## src/uaf_pkg.sv

```systemverilog
package uaf_pkg;

  // ----------------------------------------------------------------
  // Register offsets
  // ----------------------------------------------------------------
  localparam logic [7:0] POWER_CONTROL_REG_ADDR = 8'h87;
  localparam logic [7:0] SERIAL_CONTROL_REG_ADDR = 8'h98;
  localparam logic [7:0] SERIAL_BUFFER_ADDR = 8'h99;
  localparam logic [7:0] RATE_SELECT_ADDR = 8'h9B;
  localparam logic [7:0] OWN_ADDRESS_ADDR = 8'hA9;
  localparam logic [7:0] ADDRESS_MASK_ADDR = 8'hB9;

  // ----------------------------------------------------------------
  // Field positions and reset values
  // ----------------------------------------------------------------
  localparam int SC_RX_DONE = 0;
  localparam int SC_TX_DONE = 1;
  localparam int SC_RX_NINTH = 2;
  localparam int SC_TX_NINTH = 3;
  localparam int SC_RX_ENABLE = 4;
  localparam int SC_MULTIPROC = 5;
  localparam int SC_MODE_ONE = 6;
  localparam int SC_MODE_ZERO_FE = 7;
  localparam int PC_FRAMING_CHECK = 6;
  localparam int RS_TX_TIMER2 = 0;
  localparam int RS_RX_TIMER2 = 1;
  localparam logic [7:0] REG_RESET = 8'h00;
  localparam logic [7:0] READ_ZERO = 8'h00;

  // ----------------------------------------------------------------
  // Serial modes and timing constants
  // ----------------------------------------------------------------
  localparam logic [1:0] MODE_SHIFT = 2'h0;
  localparam logic [1:0] MODE_TEN_BIT = 2'h1;
  localparam logic [3:0] DIV_LAST = 4'hF;
  localparam logic [3:0] DIV_CLEAR = 4'h0;
  localparam logic [3:0] SAMPLE_FIRST = 4'h7;
  localparam logic [3:0] SAMPLE_MID = 4'h8;
  localparam logic [3:0] SAMPLE_LAST = 4'h9;
  localparam logic [8:0] RX_PRELOAD = 9'h1FF;
  localparam logic [8:0] TX_MARKER_LEFT = 9'h001;
  localparam logic [3:0] RX_BITS_LAST = 4'h8;
  localparam logic [3:0] COUNT_ZERO = 4'h0;
  localparam logic [3:0] COUNT_ONE = 4'h1;

  typedef enum logic [4:0] {
    TX_IDLE = 5'h01,
    TX_WAIT = 5'h02,
    TX_START = 5'h04,
    TX_DATA = 5'h08,
    TX_STOP = 5'h10
  } uaf_tx_state_e;

  typedef enum logic [3:0] {
    RX_IDLE = 4'h1,
    RX_START = 4'h2,
    RX_DATA = 4'h4,
    RX_STOP = 4'h8
  } uaf_rx_state_e;

endpackage

```

## src/uaf_uart.sv

```systemverilog
// The strobed register port was chosen for this implementation.
`timescale 1ns/1ps

module uaf_uart
  import uaf_pkg::*;
(
  input wire logic SYS_CLK,
  input wire logic RSTN,
  input wire logic [7:0] ADDR,
  input wire logic [7:0] WDATA,
  input wire logic WR,
  input wire logic RD,
  output logic [7:0] RDATA,
  input wire logic T1_OVF,
  input wire logic T2_OVF,
  input wire logic RXD,
  output logic TXD
);

  // ----------------------------------------------------------------
  // Register state
  // ----------------------------------------------------------------
  logic mode_bit_zero, mode_bit_one, multiproc_enable, rx_enable, tx_ninth;
  logic rx_ninth_bit, tx_done_flag, rx_done_flag, framing_error_flag, wr_buf;
  logic framing_check_enable, tx_src_t2, rx_src_t2, mp_active, wr_ctrl;
  logic [7:0] own_address, address_mask, rx_buffer;
  logic [1:0] mode;

  assign mode = {mode_bit_zero, mode_bit_one};
  assign wr_ctrl = WR && (ADDR == SERIAL_CONTROL_REG_ADDR);
  assign wr_buf = WR && (ADDR == SERIAL_BUFFER_ADDR);
  assign mp_active = multiproc_enable && (mode != MODE_SHIFT);

  // ----------------------------------------------------------------
  // Datapath events shared by registers and engines
  // ----------------------------------------------------------------
  logic tx_tick, rx_tick, tx_set_done, rx_fin, rx_stop_ok;
  logic rx_fe_check, addr_match, rx_accept;
  logic [8:0] rx_shift;
  logic [7:0] bcast;

  assign tx_tick = tx_src_t2 ? T2_OVF : T1_OVF;
  assign rx_tick = rx_src_t2 ? T2_OVF : T1_OVF;
  assign bcast = own_address | address_mask;
  assign addr_match = (((rx_shift[7:0] ^ own_address) & address_mask) == 8'h00)
    || (((rx_shift[7:0] ^ bcast) & bcast) == 8'h00);
  assign rx_accept = rx_fin && !rx_done_flag
    && (!mp_active || (rx_shift[8] && rx_stop_ok && addr_match));

  // ----------------------------------------------------------------
  // Software registers
  // ----------------------------------------------------------------
  always_ff @(posedge SYS_CLK or negedge RSTN) begin
    if (!RSTN) begin
      mode_bit_zero <= 1'b0;
      mode_bit_one <= 1'b0;
      multiproc_enable <= 1'b0;
      rx_enable <= 1'b0;
      tx_ninth <= 1'b0;
    end else if (wr_ctrl) begin
      if (!framing_check_enable) begin
        mode_bit_zero <= WDATA[SC_MODE_ZERO_FE];
      end
      mode_bit_one <= WDATA[SC_MODE_ONE];
      multiproc_enable <= WDATA[SC_MULTIPROC];
      rx_enable <= WDATA[SC_RX_ENABLE];
      tx_ninth <= WDATA[SC_TX_NINTH];
    end
  end

  always_ff @(posedge SYS_CLK or negedge RSTN) begin
    if (!RSTN) begin
      framing_check_enable <= 1'b0;
      tx_src_t2 <= 1'b0;
      rx_src_t2 <= 1'b0;
      own_address <= REG_RESET;
      address_mask <= REG_RESET;
    end else if (WR) begin
      if (ADDR == POWER_CONTROL_REG_ADDR) begin
        framing_check_enable <= WDATA[PC_FRAMING_CHECK];
      end
      if (ADDR == RATE_SELECT_ADDR) begin
        tx_src_t2 <= WDATA[RS_TX_TIMER2];
        rx_src_t2 <= WDATA[RS_RX_TIMER2];
      end
      if (ADDR == OWN_ADDRESS_ADDR) begin
        own_address <= WDATA;
      end
      if (ADDR == ADDRESS_MASK_ADDR) begin
        address_mask <= WDATA;
      end
    end
  end

  // Hardware sets win over a software write in the same cycle.
  always_ff @(posedge SYS_CLK or negedge RSTN) begin
    if (!RSTN) begin
      tx_done_flag <= 1'b0;
    end else if (tx_set_done) begin
      tx_done_flag <= 1'b1;
    end else if (wr_ctrl) begin
      tx_done_flag <= WDATA[SC_TX_DONE];
    end
  end

  always_ff @(posedge SYS_CLK or negedge RSTN) begin
    if (!RSTN) begin
      rx_done_flag <= 1'b0;
    end else if (rx_accept) begin
      rx_done_flag <= 1'b1;
    end else if (wr_ctrl) begin
      rx_done_flag <= WDATA[SC_RX_DONE];
    end
  end

  always_ff @(posedge SYS_CLK or negedge RSTN) begin
    if (!RSTN) begin
      rx_ninth_bit <= 1'b0;
      rx_buffer <= REG_RESET;
    end else if (rx_accept) begin
      rx_ninth_bit <= rx_shift[8];
      rx_buffer <= rx_shift[7:0];
    end else if (wr_ctrl) begin
      rx_ninth_bit <= WDATA[SC_RX_NINTH];
    end
  end

  always_ff @(posedge SYS_CLK or negedge RSTN) begin
    if (!RSTN) begin
      framing_error_flag <= 1'b0;
    end else if (rx_fe_check && !rx_stop_ok) begin
      framing_error_flag <= 1'b1;
    end else if (wr_ctrl && framing_check_enable) begin
      framing_error_flag <= WDATA[SC_MODE_ZERO_FE];
    end
  end

  // ----------------------------------------------------------------
  // Read port
  // ----------------------------------------------------------------
  logic [7:0] next_rdata;

  always_comb begin
    next_rdata = READ_ZERO;
    case (ADDR)
      SERIAL_CONTROL_REG_ADDR: begin
        next_rdata = {framing_check_enable ? framing_error_flag
                                           : mode_bit_zero,
          mode_bit_one, multiproc_enable, rx_enable, tx_ninth,
          rx_ninth_bit, tx_done_flag, rx_done_flag};
      end
      SERIAL_BUFFER_ADDR: next_rdata = rx_buffer;
      POWER_CONTROL_REG_ADDR: begin
        next_rdata[PC_FRAMING_CHECK] = framing_check_enable;
      end
      RATE_SELECT_ADDR: begin
        next_rdata[RS_TX_TIMER2] = tx_src_t2;
        next_rdata[RS_RX_TIMER2] = rx_src_t2;
      end
      OWN_ADDRESS_ADDR: next_rdata = own_address;
      ADDRESS_MASK_ADDR: next_rdata = address_mask;
      default: next_rdata = READ_ZERO;
    endcase
  end

  always_ff @(posedge SYS_CLK or negedge RSTN) begin
    if (!RSTN) begin
      RDATA <= READ_ZERO;
    end else if (RD) begin
      RDATA <= next_rdata;
    end else begin
      RDATA <= READ_ZERO;
    end
  end

  // ----------------------------------------------------------------
  // Transmitter
  // ----------------------------------------------------------------
  uaf_tx_state_e tx_state;
  logic [3:0] tx_div;
  logic [9:0] tx_shift;
  logic tx_roll;

  assign tx_roll = tx_tick && (tx_div == DIV_LAST);
  assign tx_set_done = tx_roll && (tx_state == TX_DATA)
    && (tx_shift[9:1] == TX_MARKER_LEFT);

  // Bit times follow this free divider, not the buffer write.
  always_ff @(posedge SYS_CLK or negedge RSTN) begin
    if (!RSTN) begin
      tx_div <= DIV_CLEAR;
    end else if (tx_tick) begin
      tx_div <= tx_div + COUNT_ONE;
    end
  end

  always_ff @(posedge SYS_CLK or negedge RSTN) begin
    if (!RSTN) begin
      tx_state <= TX_IDLE;
      tx_shift <= 10'h3FF;
    end else if (wr_buf) begin
      // Ten-bit mode puts the marker at the ninth position.
      tx_shift <= (mode == MODE_TEN_BIT) ? {2'b01, WDATA}
                                         : {1'b1, tx_ninth, WDATA};
      tx_state <= TX_WAIT;
    end else if (tx_roll) begin
      case (tx_state)
        TX_WAIT: begin
          if (mode != MODE_SHIFT) begin
            tx_state <= TX_START;
          end
        end
        TX_START: tx_state <= TX_DATA;
        TX_DATA: begin
          tx_shift <= {1'b0, tx_shift[9:1]};
          if (tx_shift[9:1] == TX_MARKER_LEFT) begin
            tx_state <= TX_STOP;
          end
        end
        TX_STOP: tx_state <= TX_IDLE;
        default: tx_state <= TX_IDLE;
      endcase
    end
  end

  logic next_txd;

  always_comb begin
    case (tx_state)
      TX_START: next_txd = 1'b0;
      TX_DATA: next_txd = tx_shift[0];
      default: next_txd = 1'b1;
    endcase
  end

  always_ff @(posedge SYS_CLK or negedge RSTN) begin
    if (!RSTN) begin
      TXD <= 1'b1;
    end else begin
      TXD <= next_txd;
    end
  end

  // ----------------------------------------------------------------
  // Receiver
  // ----------------------------------------------------------------
  uaf_rx_state_e rx_state;
  logic [3:0] rx_div, rx_cnt;
  logic [1:0] rx_votes;
  logic rx_prev, rx_fall, rx_bit, rx_decide;

  // A falling edge seen between two 16x samples starts a frame.
  assign rx_fall = rx_tick && rx_prev && !RXD && rx_enable
    && (rx_state == RX_IDLE) && (mode != MODE_SHIFT);
  assign rx_decide = rx_tick && (rx_div == SAMPLE_LAST)
    && (rx_state != RX_IDLE);
  // Majority of three samples around mid-bit rejects short glitches.
  assign rx_bit = (rx_votes[0] & rx_votes[1]) | (RXD & (rx_votes[0]
    | rx_votes[1]));

  always_ff @(posedge SYS_CLK or negedge RSTN) begin
    if (!RSTN) begin
      rx_prev <= 1'b1;
    end else if (rx_tick) begin
      rx_prev <= RXD;
    end
  end

  always_ff @(posedge SYS_CLK or negedge RSTN) begin
    if (!RSTN) begin
      rx_div <= DIV_CLEAR;
    end else if (rx_fall) begin
      rx_div <= DIV_CLEAR;
    end else if (rx_tick) begin
      rx_div <= rx_div + COUNT_ONE;
    end
  end

  always_ff @(posedge SYS_CLK or negedge RSTN) begin
    if (!RSTN) begin
      rx_votes <= 2'b11;
    end else if (rx_tick && (rx_div == SAMPLE_FIRST)) begin
      rx_votes[0] <= RXD;
    end else if (rx_tick && (rx_div == SAMPLE_MID)) begin
      rx_votes[1] <= RXD;
    end
  end

  always_ff @(posedge SYS_CLK or negedge RSTN) begin
    if (!RSTN) begin
      rx_state <= RX_IDLE;
      rx_shift <= RX_PRELOAD;
      rx_cnt <= COUNT_ZERO;
      rx_fin <= 1'b0;
      rx_fe_check <= 1'b0;
      rx_stop_ok <= 1'b1;
    end else begin
      rx_fin <= 1'b0;
      rx_fe_check <= 1'b0;
      if (rx_fall) begin
        rx_state <= RX_START;
        rx_shift <= RX_PRELOAD;
      end else if (rx_decide) begin
        case (rx_state)
          RX_START: begin
            rx_cnt <= COUNT_ZERO;
            rx_state <= rx_bit ? RX_IDLE : RX_DATA;
          end
          RX_DATA: begin
            rx_shift <= {rx_bit, rx_shift[8:1]};
            rx_cnt <= rx_cnt + COUNT_ONE;
            if (rx_cnt == RX_BITS_LAST) begin
              if (mode == MODE_TEN_BIT) begin
                // Ninth sample of a ten-bit frame is the stop bit.
                rx_state <= RX_IDLE;
                rx_fin <= 1'b1;
                rx_stop_ok <= rx_bit;
                rx_fe_check <= framing_check_enable;
              end else if (framing_check_enable) begin
                rx_state <= RX_STOP;
              end else begin
                rx_state <= RX_IDLE;
                rx_fin <= 1'b1;
                rx_stop_ok <= 1'b1;
              end
            end
          end
          RX_STOP: begin
            rx_state <= RX_IDLE;
            rx_fin <= 1'b1;
            rx_stop_ok <= rx_bit;
            rx_fe_check <= 1'b1;
          end
          default: rx_state <= RX_IDLE;
        endcase
      end
    end
  end

  // ----------------------------------------------------------------
  // Checks
  // ----------------------------------------------------------------
  chk_fe_sticky: assert property (@(posedge SYS_CLK) disable iff (!RSTN)
    framing_error_flag && !wr_ctrl |=> framing_error_flag)
    else $error("framing error flag dropped without a write");
  chk_fe_enabled: assert property (@(posedge SYS_CLK) disable iff (!RSTN)
    $rose(framing_error_flag) |-> $past(framing_check_enable))
    else $error("framing error set while checking disabled");
  chk_tx_start_low: assert property (@(posedge SYS_CLK) disable iff (!RSTN)
    tx_roll && tx_state == TX_WAIT && mode != MODE_SHIFT && !wr_buf
    |=> ##1 !TXD)
    else $error("start bit not driven after rollover");
  chk_tx_idle_high: assert property (@(posedge SYS_CLK) disable iff (!RSTN)
    tx_state == TX_IDLE |=> TXD)
    else $error("transmit line low while idle");
  chk_tx_done_set: assert property (@(posedge SYS_CLK) disable iff (!RSTN)
    tx_set_done |=> tx_done_flag && tx_state == TX_STOP)
    else $error("transmit done not raised at frame end");
  chk_rx_preload: assert property (@(posedge SYS_CLK) disable iff (!RSTN)
    rx_fall |=> rx_shift == RX_PRELOAD && rx_div == DIV_CLEAR)
    else $error("receiver not aligned on falling edge");
  chk_rx_filter: assert property (@(posedge SYS_CLK) disable iff (!RSTN)
    $rose(rx_done_flag) && $past(mp_active)
    |-> rx_ninth_bit && $past(addr_match) && $past(rx_stop_ok))
    else $error("receive done raised for filtered frame");
  chk_rx_buffer: assert property (@(posedge SYS_CLK) disable iff (!RSTN)
    $rose(rx_done_flag) |-> rx_buffer == $past(rx_shift[7:0]))
    else $error("receive buffer not loaded with frame");
  chk_fe_on_stop: assert property (@(posedge SYS_CLK) disable iff (!RSTN)
    rx_fe_check && !rx_stop_ok |=> framing_error_flag)
    else $error("missing stop bit not flagged");

endmodule

```

## config.mk

```make
export PLATFORM = sky130hd
export DESIGN_NAME = uaf_uart
export DESIGN_NICKNAME = d
export VERILOG_FILES = /design/src/uaf_pkg.sv /design/src/uaf_uart.sv
export SDC_FILE = /design/constraint.sdc
export NUM_CORES = 1
export LEC_CHECK = 0
export ABC_CLOCK_PERIOD_IN_PS = 1900
export BUFFER_PORTS_ARGS = -buffer_cell sky130_fd_sc_hd__clkbuf_2
export CAP_MARGIN = 15
export CORE_MARGIN = 10
export CORE_UTILIZATION = 47
export CTS_BUF_LIST = sky130_fd_sc_hd__clkbuf_4 sky130_fd_sc_hd__clkbuf_8
export DETAILED_ROUTE_END_ITERATION = 16
export GPL_TIMING_DRIVEN = 0
export PLACE_DENSITY = 0.73
export SKIP_LAST_GASP = 1
export SLEW_MARGIN = 10
export SYNTH_ARGS = -nofsm -noshare
export SYNTH_HDL_FRONTEND = slang
export SYNTH_SLANG_ARGS = --single-unit
export TNS_END_PERCENT = 1
```

## constraint.sdc

```tcl
create_clock -name SYS_CLK -period 1.9 [get_ports SYS_CLK]
set_clock_uncertainty 0.15 [all_clocks]
set_input_delay 0.38 -clock SYS_CLK [delete_from_list [all_inputs] [get_ports SYS_CLK]]
set_output_delay 0.38 -clock SYS_CLK [all_outputs]
set_load 0.01 [all_outputs]
```

==> results of run 1 <==
stage by stage:
step	area (um2)	worst slack, ps	hold WS, ps	total power, mW
finish	5383	-153.8	135.7	4.490
global route	5383	-205.0	156.3	4.715
CTS	5316	-129.4	123.7	4.471
detailed placement	4951	-444.8	230.7	3.202
global placement	4921	-674.8	296.1	3.148
floorplan	4599	-68.09	-65.59	2.941
where the power goes:
part,switching (mW),internal [mW],leakage [nW]
clock,0.654,0.590,0.0969
combinational,0.449,0.407,1.17
sequential,0.206,2.18,1.14
total,1.31,3.18,2.41
sequential cells by signal (all words and copies together) (netlist names), 2 cells and up:
name / flops
rx_state: 4
rx_shift: 9
rx_votes: 2
tx_div: 4
address_mask: 8
rx_div: 4
tx_state: 5
tx_shift: 10
RDATA: 8
rx_cnt: 4
rx_buffer: 8
own_address: 8
final cells by class:
| class | instances | area (um2) | area share |
|---|---|---|---|
| plain buffers | 8 | 48.80 | 0.009066 |
| multi-input cells | 292 | 2275 | 0.4226 |
| clock buffers | 14 | 173.9 | 0.03231 |
| repair buffers | 51 | 366.6 | 0.06811 |
| clock inverters | 2 | 12.51 | 0.002325 |
| flip-flops and latches | 91 | 2310 | 0.4291 |
| well taps | 133 | 166.4 | 0.03092 |
| inverters | 8 | 30.03 | 0.005579 |
synthesized netlist by cell type, types with 2 or more instances:
library cell	count	area share
o21ai_0	19	0.021
o22a_1	6	0.011
nand2_1	37	0.030
mux2_2	40	0.098
mux2i_1	32	0.070
nor3_2	2	0.0044
nor3_1	7	0.0076
a22o_1	2	0.0038
nand4bb_1	2	0.0049
nor2_1	20	0.016
and3_1	7	0.0095
o22ai_1	12	0.016
clkbuf_1	4	0.0033
nor2b_1	5	0.0068
nor4b_1	2	0.0038
mux2_1	2	0.0049
nand3_2	2	0.0044
dfrtp_1	65	0.35
nor4_1	5	0.0068
nand4_1	4	0.0054
a21oi_1	16	0.017
inv_1	8	0.0065
o31ai_1	2	0.0033
nand2b_1	6	0.0082
buf_6	3	0.0073
and4_4	2	0.0049
xor2_1	9	0.017
nand4b_1	2	0.0038
nand3_1	9	0.0098
or2_2	2	0.0027
dfstp_2	26	0.15
nand2_4	2	0.0049
xnor2_1	2	0.0038
ha_1	6	0.016
nand3b_1	2	0.0033
buf_1	2	0.0016
a22oi_1	8	0.013
final timing paths:
check                             endpoint  slack, ps         from
max in group asynchronous          rx_prev        530         RSTN
hold / removal                 tx_shift[4]        140     WDATA[4]
setup reg to reg               rx_shift[2]       -150  rx_state[0]
setup / recovery               rx_shift[2]       -150  rx_state[0]
min in group asynchronous  address_mask[3]        360         RSTN
hold reg to reg                    rx_prev        310      rx_prev
cells by family (layout without fill, tap and decap cells):
family                   count (synthesis)  after routing  share of synthesized area
AND/OR/NAND/NOR                        128            128                     0.1635
AO/OA/AOI/OAI                           72             72                     0.1036
multiplexers                            74             74                     0.1725
flip-flops                              91             91                     0.5022
adder cells (fa/ha/maj)                  7              7                    0.01850
XOR/XNOR                                11             11                    0.02095
buffers and inverters                   17             83                    0.01877
metal layers:
layer / track usage / wire length, um / vias up
li1: - / - / 1601
met1: 0.1919 / 4645 / 1749
met2: 0.2413 / 5062 / 79
met3: 0.02976 / 517 / 18
met4: 0.08397 / 317 / 0
met5: 0 / 0 / -
worst register-to-register path: stages, from the launching register on:
cell and delay (ps):
dfstp_2 570, or4b_4 500, nor4_4 290, buf_6 170, nand2_8 80, nand2_8 100
o22a_1 130
what timing repair did:
| item | CTS | global route |
|---|---|---|
| resized for setup | 14 | 6 |
| endpoints found under the hold margin | 19 | 0 |
| cloned | 1 | 0 |
| pin swaps | 8 | 6 |
| setup endpoints to repair | 46 | 64 |
| hold buffers | 1 | 0 |
| setup buffers | 13 | 4 |
==> summary.txt, run 1 <==
Outcome
  – Outcome: finished with violations
  – Failing checks: setup timing

Clocking
  – Clk sinks: approximately 90
  – Clock latency on the worst-skew pair: about 370 ps
  – H-tree level count: 3
  – Bufs on Longest Clock Path: 2
  – Number of CTS-inserted buffers: 9
  – CTS root buf: clkbuf_8
  – Clk pin slew, worst setup/hold paths: approximately 80 ps
  – TritonCTS clock tree: yes

Power
  – Worst vdd ir: 0.3271 mV
  – PwrDens: ~830 mW/mm2
  – Lkg Pwr: 2.409 nW

Placement
  – Port bufs: 31
  – DP HPWL: 7.432 mm
  – Placed Cells: approximately 570
  – Routability Congestion: roughly 0.89

Drt
  – Vias: around 3,400
  – WL per Instance: 17.60 um
  – Initial DRC count: ~320
  – Total routed wirelength: between 10 and 15 mm
  – Post-DRT Antenna Nets: 0
  – Post-route DRC: 0
  – Drt pass-1 iters: 5
  – Vias per inst: approximately 5.8

Finish
  – Most common cell after layout, fill and taps aside: dfrtp_1
  – Share of cells above drive strength 1: 0.3348
  – Ant. Diodes: 0
  – Post-layout util: 0.5584
  – Final std cells w/o fill: between 500 and 600
  – Most frequent cells in the layout: dfrtp_1, nand2_1, mux2i_1, mux2_2, clkbuf_2
  – Fillers: 847
  – Layout Area Growth over Synthesis: 17.03%
  – Final layout net count: 490

Timing
  – Slew @ Worst Pin: ~730 ps
  – Max-slew violations: 0
  – Minimum clock period after layout: about 2100 ps
  – Hold Fails Final Rpt: 0
  – Slew Limit Headroom: 0.5104
  – Fin crit share: 1.081
  – Setup repair after global routing missed its margin: yes
  – Worst Slack Setup Final: -153.8 ps
  – FMAX: slightly below 500 MHz
  – Final setup viols: 37
  – Setup_tns: -2820 ps

Critical path
  – Crit path buf inv count: 1
  – Worst path depth: 6
  – Crit-path max cell delay: approximately 570 ps
  – Top delay family on crit path: simple AND/OR/NAND/NOR gates
  – Required @ worst endpoint: between 2000 and 2500 ps
  – Crit path DAT: 2210 ps
  – Critical setup path kind: reg -> reg
  – CP max stage cell: dfstp_2
  – Cell mode on critical path: nand2_8
  – Startpoint type of the worst setup path: register
  – Worst path cell trace: or4b_4 -> nor4_4 -> buf_6 -> nand2_8 -> nand2_8 -> o22a_1
  – Critical Path Sink Type: register
  – Worst Reg-to-Reg Cells: 6
  – Crit path max fanout: 7

Synth
  – Yosys reg bits: between 90 and 100
  – Yosys Warn Count: 0
  – Syn_nets: 429
  – Synth Flop Type: dfrtp_1
  – Register area share after synthesis: 0.5022
  – Synth Instances: 400
  – Cell Area, Synth: between 0.004 and 0.005 mm2
  – Ys async rst share: 1.000
  – Synth cell types: 55
  – Post-synth EDFFs: 0
  – Synthesized area per cell: roughly 11 um2

GRT
  – Overall Global Routing Usage: 0.1523
  – Vias in the first global route: between 3,000 and 4,000
  – Initial antenna violation count: 0
  – Congestion Overflow GR: 0
  – Largest net degree at the start of global routing: between 60 and 70
  – Global-route wire length before repair: 17.71 mm

Die
  – I/O pins: 32
  – CORE AREA: about 0.0096 mm2
  – Die X-Extent: 118.9 um
  – Die area: 0.01414 mm2
  – Die height: between 100 and 150 um
  – # rows: 36
  – Starting density of the core: 0.4772

Hold path
  – Worst min-delay path class: in -> reg
  – Hold depth: 3

Run
  – Max-Cap Viols: 0
(Power assumes the default switching activity.)
==> run 2, diff against run 1 <==
ABC_CLOCK_PERIOD_IN_PS = 2500   (was 1900)
PLACE_DENSITY = 0.71   (was 0.73)
clock period = 2.5 ns   (was 1.9 ns; I/O delays follow)
==> run 2 against run 1 <==
The flow now finishes without violations. Register-to-register slack gained 410 ps. Count of clock-buffer cells in the layout decreased by 4. Routed wire length decreased by 2.4%. Combinational power decreased by 31%. Global-route usage decreased by 0.86 points. Die area did not move. Hold slack worse by 83 ps. Final cell count decreased by 3.0%. Fmax is 8.6% lower. Setup slack improved by 410 ps. Critical path depth fell by 1. Critical endpoint is now rx_buffer[7]. Largest power group unchanged.
==> summary.txt, run 2 (same netlist as run 1, synthesis figures left out) <==
Clocking
  – # resized after CTS: 0 (was 14)
  – TritonCTS clock tree: yes (unchanged)
  – Clock latency on the worst-skew pair: 370 ps (about the same)
  – Number of CTS-inserted buffers: 9 (unchanged)
  – CTS root buf: clkbuf_8 (unchanged)
  – Clk sinks: 91 (unchanged)
  – Clk pin slew, worst setup/hold paths: 90 ps (was 80 ps)
  – H-tree level count: 3 (unchanged)
  – Post-CTS Repair Setup Buffers: 0 (was 13)
  – Bufs on Longest Clock Path: 2 (unchanged)
  – Hold_buf cts: 0 (was 1)

Finish
  – Final std cells w/o fill: 581 (was 599)
  – Share of cells above drive strength 1: 0.3036 (was 0.3348)
  – Most frequent cells in the layout: dfrtp_1, mux2_2, nand2_1, mux2i_1, clkbuf_2 (was dfrtp_1, nand2_1, mux2i_1, mux2_2, clkbuf_2)
  – Final layout net count: 472 (was 490)
  – Fillers: 872 (was 847)
  – Reg with most FFs: tx_shift (unchanged)
  – Register area: 0.002310 mm2 (unchanged)
  – Layout Area Growth over Synthesis: 11.78% (was 17.03%)
  – Most common cell after layout, fill and taps aside: dfrtp_1 (unchanged)
  – Largest register FFs: 10 (unchanged)
  – Design Area, Final: 0.005141 mm2 (was 0.005383 mm2)
  – Top Registers: tx_shift: 10 flops, rx_shift: 9 flops (unchanged)
  – Ant. Diodes: 0 (unchanged)
  – Area of the multi-input gates: 0.002203 mm2 (was 0.002275 mm2)

Outcome
  – Outcome: finished, final reports clean (was finished with violations)

GRT
  – Overall Global Routing Usage: 0.1437 (was 0.1523)
  – Congestion Overflow GR: 0 (unchanged)
  – Global-route wire length before repair: 16.68 mm (was 17.71 mm)
  – Initial antenna violation count: 0 (unchanged)
  – Vias in the first global route: 3,406 (was 3,477)
  – Largest net degree at the start of global routing: 54 (was 61)

Critical path
  – Crit-path max cell delay: 450 ps (was 570 ps)
  – Crit path max fanout: 10 (was 7)
  – Critical setup path kind: reg -> reg (unchanged)
  – Crit path DAT: 2340 ps (was 2210 ps)
  – Crit path buf inv count: 0 (was 1)
  – Reg-to-reg startpoint: mode_bit_one (was rx_state[0])
  – Required @ worst endpoint: 2600 ps (was 2060 ps)
  – R2r endpoint: rx_buffer[7] (was rx_shift[2])
  – Critical Path Sink Type: register (unchanged)
  – Worst Reg-to-Reg Cells: 5 (was 6)
  – CP max stage cell: dfrtp_1 (was dfstp_2)
  – Worst path cell trace: o21ai_0 -> a21oi_1 -> nor3b_1 -> o31ai_4 -> mux2_1 (was or4b_4 -> nor4_4 -> buf_6 -> nand2_8 -> nand2_8 -> o22a_1)
  – Register-to-register path setup slack: 250 ps (was -150 ps)
  – Startpoint type of the worst setup path: register (unchanged)
  – Top delay family on crit path: compound AO/OA/AOI/OAI gates (was simple AND/OR/NAND/NOR gates)
  – Setup crit start: mode_bit_one (was rx_state[0])
  – Worst path depth: 5 (was 6)
  – Worst Setup EP: rx_buffer[7] (was rx_shift[2])

Timing
  – Final setup viols: 0 (was 37)
  – Setup_tns: 0 ps (was -2820 ps)
  – Fin crit share: 0.8989 (was 1.081)
  – Slew @ Worst Pin: 800.7 ps (was 730.4 ps)
  – Hold Fails Final Rpt: 0 (unchanged)
  – Setup repair after global routing missed its margin: no (was yes)
  – Max-slew violations: 0 (unchanged)
  – FMAX: 445.0 MHz (was 486.9 MHz)
  – Worst Slack Setup Final: 252.8 ps (was -153.8 ps)
  – Slew Limit Headroom: 0.4587 (was 0.5104)
  – Minimum clock period after layout: 2247 ps (was 2054 ps)

Placement
  – Routability Congestion: 0.8587 (was 0.8886)
  – DP HPWL: 7.590 mm (was 7.432 mm)
  – Placed Cells: 565 (unchanged)
  – DP Worst Slack: -11.33 ps (was -444.8 ps)
  – Port bufs: 31 (unchanged)
  – Post-place instance area: 0.004943 mm2 (was 0.004951 mm2)

Drt
  – Vias: 3,315 (was 3,447)
  – Initial DRC count: 293 (was 319)
  – Vias per inst: 5.706 (was 5.755)
  – Drt pass-1 iters: 4 (was 5)
  – Post-DRT Antenna Nets: 0 (unchanged)
  – Post-route DRC: 0 (unchanged)
  – Total routed wirelength: 10.29 mm (was 10.54 mm)
  – WL per Instance: 17.71 um (was 17.60 um)

Hold path
  – Worst min-delay path class: in -> async (was in -> reg)

Die
  – # rows: 36 (unchanged)
  – Starting density of the core: 0.4772 (unchanged)
  – Die height: 118.9 um (unchanged)
  – Die area: 0.01414 mm2 (unchanged)
  – I/O pins: 32 (unchanged)
  – Die X-Extent: 118.9 um (unchanged)
  – CORE AREA: 0.009639 mm2 (unchanged)

Power
  – Lkg Pwr: 2.265 nW (was 2.409 nW)
  – Worst vdd ir: 0.3005 mV (was 0.3271 mV)
  – PwrDens: 663.6 mW/mm2 (was 834.1 mW/mm2)

Run
  – Max-Cap Viols: 0 (unchanged)
-- run 2: final cells by class --
| type | count | area share |
|---|---|---|
| Sequential cell | 91 | 0.4493 |
| Multi-Input combinational cell | 292 | 0.4286 |
| Timing Repair Buffer | 32 | 0.03456 |
| Tap cell | 133 | 0.03237 |
| Clock buffer | 10 | 0.02555 |
| Clock inverter | 6 | 0.01290 |
| Buffer | 9 | 0.01095 |
| Inverter | 8 | 0.005841 |
-- run 2: power by group --
group	total, mW	switching, mW	internal (mW)
clock	1.00	0.531	0.473
sequential	1.82	0.156	1.66
combinational	0.592	0.321	0.271
-- run 2: layer usage --
metal / part of all wire / global-route usage / wire (um) / vias to the layer above
met5: 0 / 0 / 0 / -
met4: 0.017 / 0.06947 / 172 / 0
met3: 0.046 / 0.02456 / 475 / 12
met2: 0.50 / 0.2434 / 5142 / 88
met1: 0.44 / 0.1738 / 4498 / 1654
li1: - / - / - / 1561
-- run 2: worst min path at each step --
stage,from,endpoint,slack (ps),depth (start not counted)
finish,RSTN,own_address[3],50,1
global route,RSTN,own_address[3],100,1
CTS,RSTN,RDATA[2],80,1
detailed placement,rx_prev,rx_prev,300,2
global placement,rx_prev,rx_prev,290,2
floorplan,RSTN,RDATA[0],50,0
-- run 2: stage by stage --
step                      total power [mW]    util  hold WS, ps
after floorplan                      2.236       -        54.41
after global placement               2.392  0.5105        293.7
after detailed placement             2.439  0.5129        298.0
after CTS                            3.440  0.5334        78.79
after global routing                 3.592  0.5334        102.9
final                                3.412  0.5334        52.31
==> run 3, diff against run 2 <==
CORE_ASPECT_RATIO = 1.2   (was unset)
==> run 3 against run 2 <==
Critical path type unchanged. Register-to-register slack about the same. Largest power group unchanged. First-iteration DRC count down 43%. Count of clock-buffer cells in the layout up 2. Routed wire length about the same. Sequential share of layout area down 0.087 points.
==> summary.txt, run 3 (same netlist as run 1, synthesis figures left out) <==
GRT
  – Initial antenna violation count: 0 (unchanged)
  – Global-route wire length before repair: 16.77 mm (was 16.68 mm)
  – Largest net degree at the start of global routing: 62 (was 54)
  – Overall Global Routing Usage: 0.1488 (was 0.1437)
  – Congestion Overflow GR: 0 (unchanged)
  – Vias in the first global route: 3,358 (was 3,406)

Critical path
  – Register-to-register path setup slack: 240 ps (was 250 ps)
  – Required @ worst endpoint: 2590 ps (was 2600 ps)
  – Crit path DAT: 2350 ps (was 2340 ps)
  – Top delay family on crit path: flip-flops (was compound AO/OA/AOI/OAI gates)
  – Crit path buf inv count: 0 (unchanged)
  – Crit-path max cell delay: 610 ps (was 450 ps)
  – Crit path max fanout: 10 (unchanged)
  – R2r endpoint: rx_buffer[0] (was rx_buffer[7])
  – Critical Path Sink Type: register (unchanged)
  – Startpoint type of the worst setup path: register (unchanged)
  – Worst Reg-to-Reg Cells: 5 (unchanged)
  – CP max stage cell: dfstp_2 (was dfrtp_1)
  – Worst path cell trace: xor2_1 -> a22oi_1 -> and4_4 -> o31ai_4 -> mux2_2 (was o21ai_0 -> a21oi_1 -> nor3b_1 -> o31ai_4 -> mux2_1)
  – Reg-to-reg startpoint: rx_shift[1] (was mode_bit_one)
  – Critical setup path kind: reg -> reg (unchanged)

Drt
  – Post-route DRC: 0 (unchanged)
  – Drt pass-1 iters: 4 (unchanged)
  – Total routed wirelength: 10.28 mm (was 10.29 mm)
  – Vias: 3,315 (unchanged)
  – Post-DRT Antenna Nets: 0 (unchanged)
  – WL per Instance: 17.97 um (was 17.71 um)
  – Vias per inst: 5.795 (was 5.706)
  – Initial DRC count: 166 (was 293)

Timing
  – Final hold slack: 245.8 ps (was 52.31 ps)
  – Hold Fails Final Rpt: 0 (unchanged)
  – Minimum clock period after layout: 2259 ps (was 2247 ps)
  – Max-slew violations: 0 (unchanged)
  – Setup repair after global routing missed its margin: no (unchanged)
  – Setup_tns: 0 ps (unchanged)
  – FMAX: 442.7 MHz (was 445.0 MHz)
  – Slew Limit Headroom: 0.4554 (was 0.4587)
  – Slew @ Worst Pin: 805.6 ps (was 800.7 ps)
  – Worst Slack Setup Final: 241.0 ps (was 252.8 ps)
  – Final setup viols: 0 (unchanged)
  – Fin crit share: 0.9036 (was 0.8989)

Finish
  – Register area: 0.002310 mm2 (unchanged)
  – Most common cell after layout, fill and taps aside: dfrtp_1 (unchanged)
  – Fillers: 854 (was 872)
  – Top Registers: tx_shift: 10 flops, rx_shift: 9 flops (unchanged)
  – Most frequent cells in the layout: dfrtp_1, mux2_2, nand2_1, mux2i_1, clkbuf_2 (unchanged)
  – Largest register FFs: 10 (unchanged)
  – Ant. Diodes: 0 (unchanged)
  – Layout Area Growth over Synthesis: 12.00% (was 11.78%)
  – Share of cells above drive strength 1: 0.3029 (was 0.3036)
  – Final layout net count: 473 (was 472)
  – Area of the multi-input gates: 0.002203 mm2 (unchanged)
  – Design Area, Final: 0.005151 mm2 (was 0.005141 mm2)
  – Post-layout util: 0.5386 (was 0.5334)
  – Reg with most FFs: tx_shift (unchanged)
  – Final std cells w/o fill: 572 (was 581)

Placement
  – DP HPWL: 7.528 mm (was 7.590 mm)
  – Port bufs: 31 (unchanged)
  – Post-place instance area: 0.004938 mm2 (was 0.004943 mm2)
  – Routability Congestion: 0.8899 (was 0.8587)
  – DP Worst Slack: 6.565 ps (was -11.33 ps)
  – Placed Cells: 555 (was 565)

Power
  – Comb power frac: 0.175 (was 0.174)
  – PwrDens: 667.3 mW/mm2 (was 663.6 mW/mm2)
  – Final Power: 3.437 mW (was 3.412 mW)
  – Lkg Pwr: 2.279 nW (was 2.265 nW)
  – Internal power: 2.445 mW (was 2.404 mW)
  – Switching part of the total: 0.2888 (was 0.2954)
  – Seq pwr share: 0.528 (was 0.532)
  – Switching pwr: 992.6 uW (was 1.008 mW)
  – Worst vdd ir: 0.2932 mV (was 0.3005 mV)
  – Clock share of power: 0.298 (was 0.294)

Clocking
  – Clk sinks: 91 (unchanged)
  – Clk pin slew, worst setup/hold paths: 90 ps (about the same)
  – Bufs on Longest Clock Path: 2 (unchanged)
  – CTS root buf: clkbuf_8 (unchanged)
  – # resized after CTS: 0 (unchanged)
  – Hold_buf cts: 1 (was 0)
  – Number of CTS-inserted buffers: 9 (unchanged)
  – Clock latency on the worst-skew pair: 360 ps (was 370 ps)
  – TritonCTS clock tree: yes (unchanged)
  – H-tree level count: 3 (unchanged)
  – Post-CTS Repair Setup Buffers: 0 (unchanged)

Die
  – Die area: 0.01416 mm2 (was 0.01414 mm2)
  – CORE AREA: 0.009564 mm2 (was 0.009639 mm2)
  – Die X-Extent: 110.3 um (was 118.9 um)
  – Starting density of the core: 0.4809 (was 0.4772)
  – Die height: 128.4 um (was 118.9 um)
  – # rows: 39 (was 36)
  – I/O pins: 32 (unchanged)

Hold path
  – Hold Path Sink: rx_prev
  – Hold depth: 3
  – Hold Crit Start: RXD
  – Worst min-delay path class: in -> reg (was in -> async)

Outcome
  – Outcome: finished, final reports clean (unchanged)

Run
  – Max-Cap Viols: 0 (unchanged)
-- run 3: cell count changes in the layout (fill, tap and decap cells not counted) --
| cell | previous run | this run |
|---|---|---|
| clkbuf_8 | 9 | 10 |
| clkinvlp_4 | 3 | 2 |
| buf_12 | 1 | 0 |
| clkinv_4 | 1 | 0 |
| buf_16 | 0 | 1 |
| clkbuf_4 | 2 | 3 |
| dlygate4sd3_1 | 0 | 1 |
-- run 3: cell type report --
| class | count | share of cell area |
|---|---|---|
| clock inverters | 4 | 0.009716 |
| plain buffers | 9 | 0.01093 |
| well taps | 123 | 0.02988 |
| multi-input cells | 292 | 0.4277 |
| flip-flops and latches | 91 | 0.4484 |
| repair buffers | 33 | 0.03789 |
| inverters | 8 | 0.005829 |
| clock buffers | 12 | 0.02963 |
-- run 3: per-layer routing --
layer | global-route usage | up-vias | wire length (um)
li1 | - | 1560 | -
met5 | 0 | - | 0
met2 | 0.2427 | 70 | 5151
met4 | 0.07040 | 0 | 244
met1 | 0.1864 | 1667 | 4409
met3 | 0.02547 | 18 | 475
-- run 3: worst max-delay path by stage --
stage                            from              to  slack, ps  depth (start not counted)
after floorplan               ADDR[6]    rx_ninth_bit        420                          4
after global placement           RSTN  own_address[1]       -220                          1
after detailed placement      ADDR[6]  own_address[1]          7                          5
after CTS                 rx_shift[1]    rx_buffer[0]        240                          5
after global routing      rx_shift[7]    rx_buffer[3]        170                          5
final                     rx_shift[1]    rx_buffer[0]        240                          5
-- run 3: worst register-to-register path: cells and delay by family, from the launching register on --
family / cells / cell delay [ps]
muxes: 1 / 400
DFF: 1 / 610
AOI/OAI and AO/OA: 2 / 600
and+or+nand+nor: 1 / 200
xor gates and xnor gates: 1 / 200
-- run 3: power by group through the flow --
stage	Combinational (mW)	Sequential, mW	Clock (mW)
floorplan	0.439	1.80	0
global placement	0.568	1.83	0
CTS	0.607	1.81	1.04
global route	0.674	1.84	1.09
finish	0.600	1.81	1.02
detailed placement	0.603	1.84	0
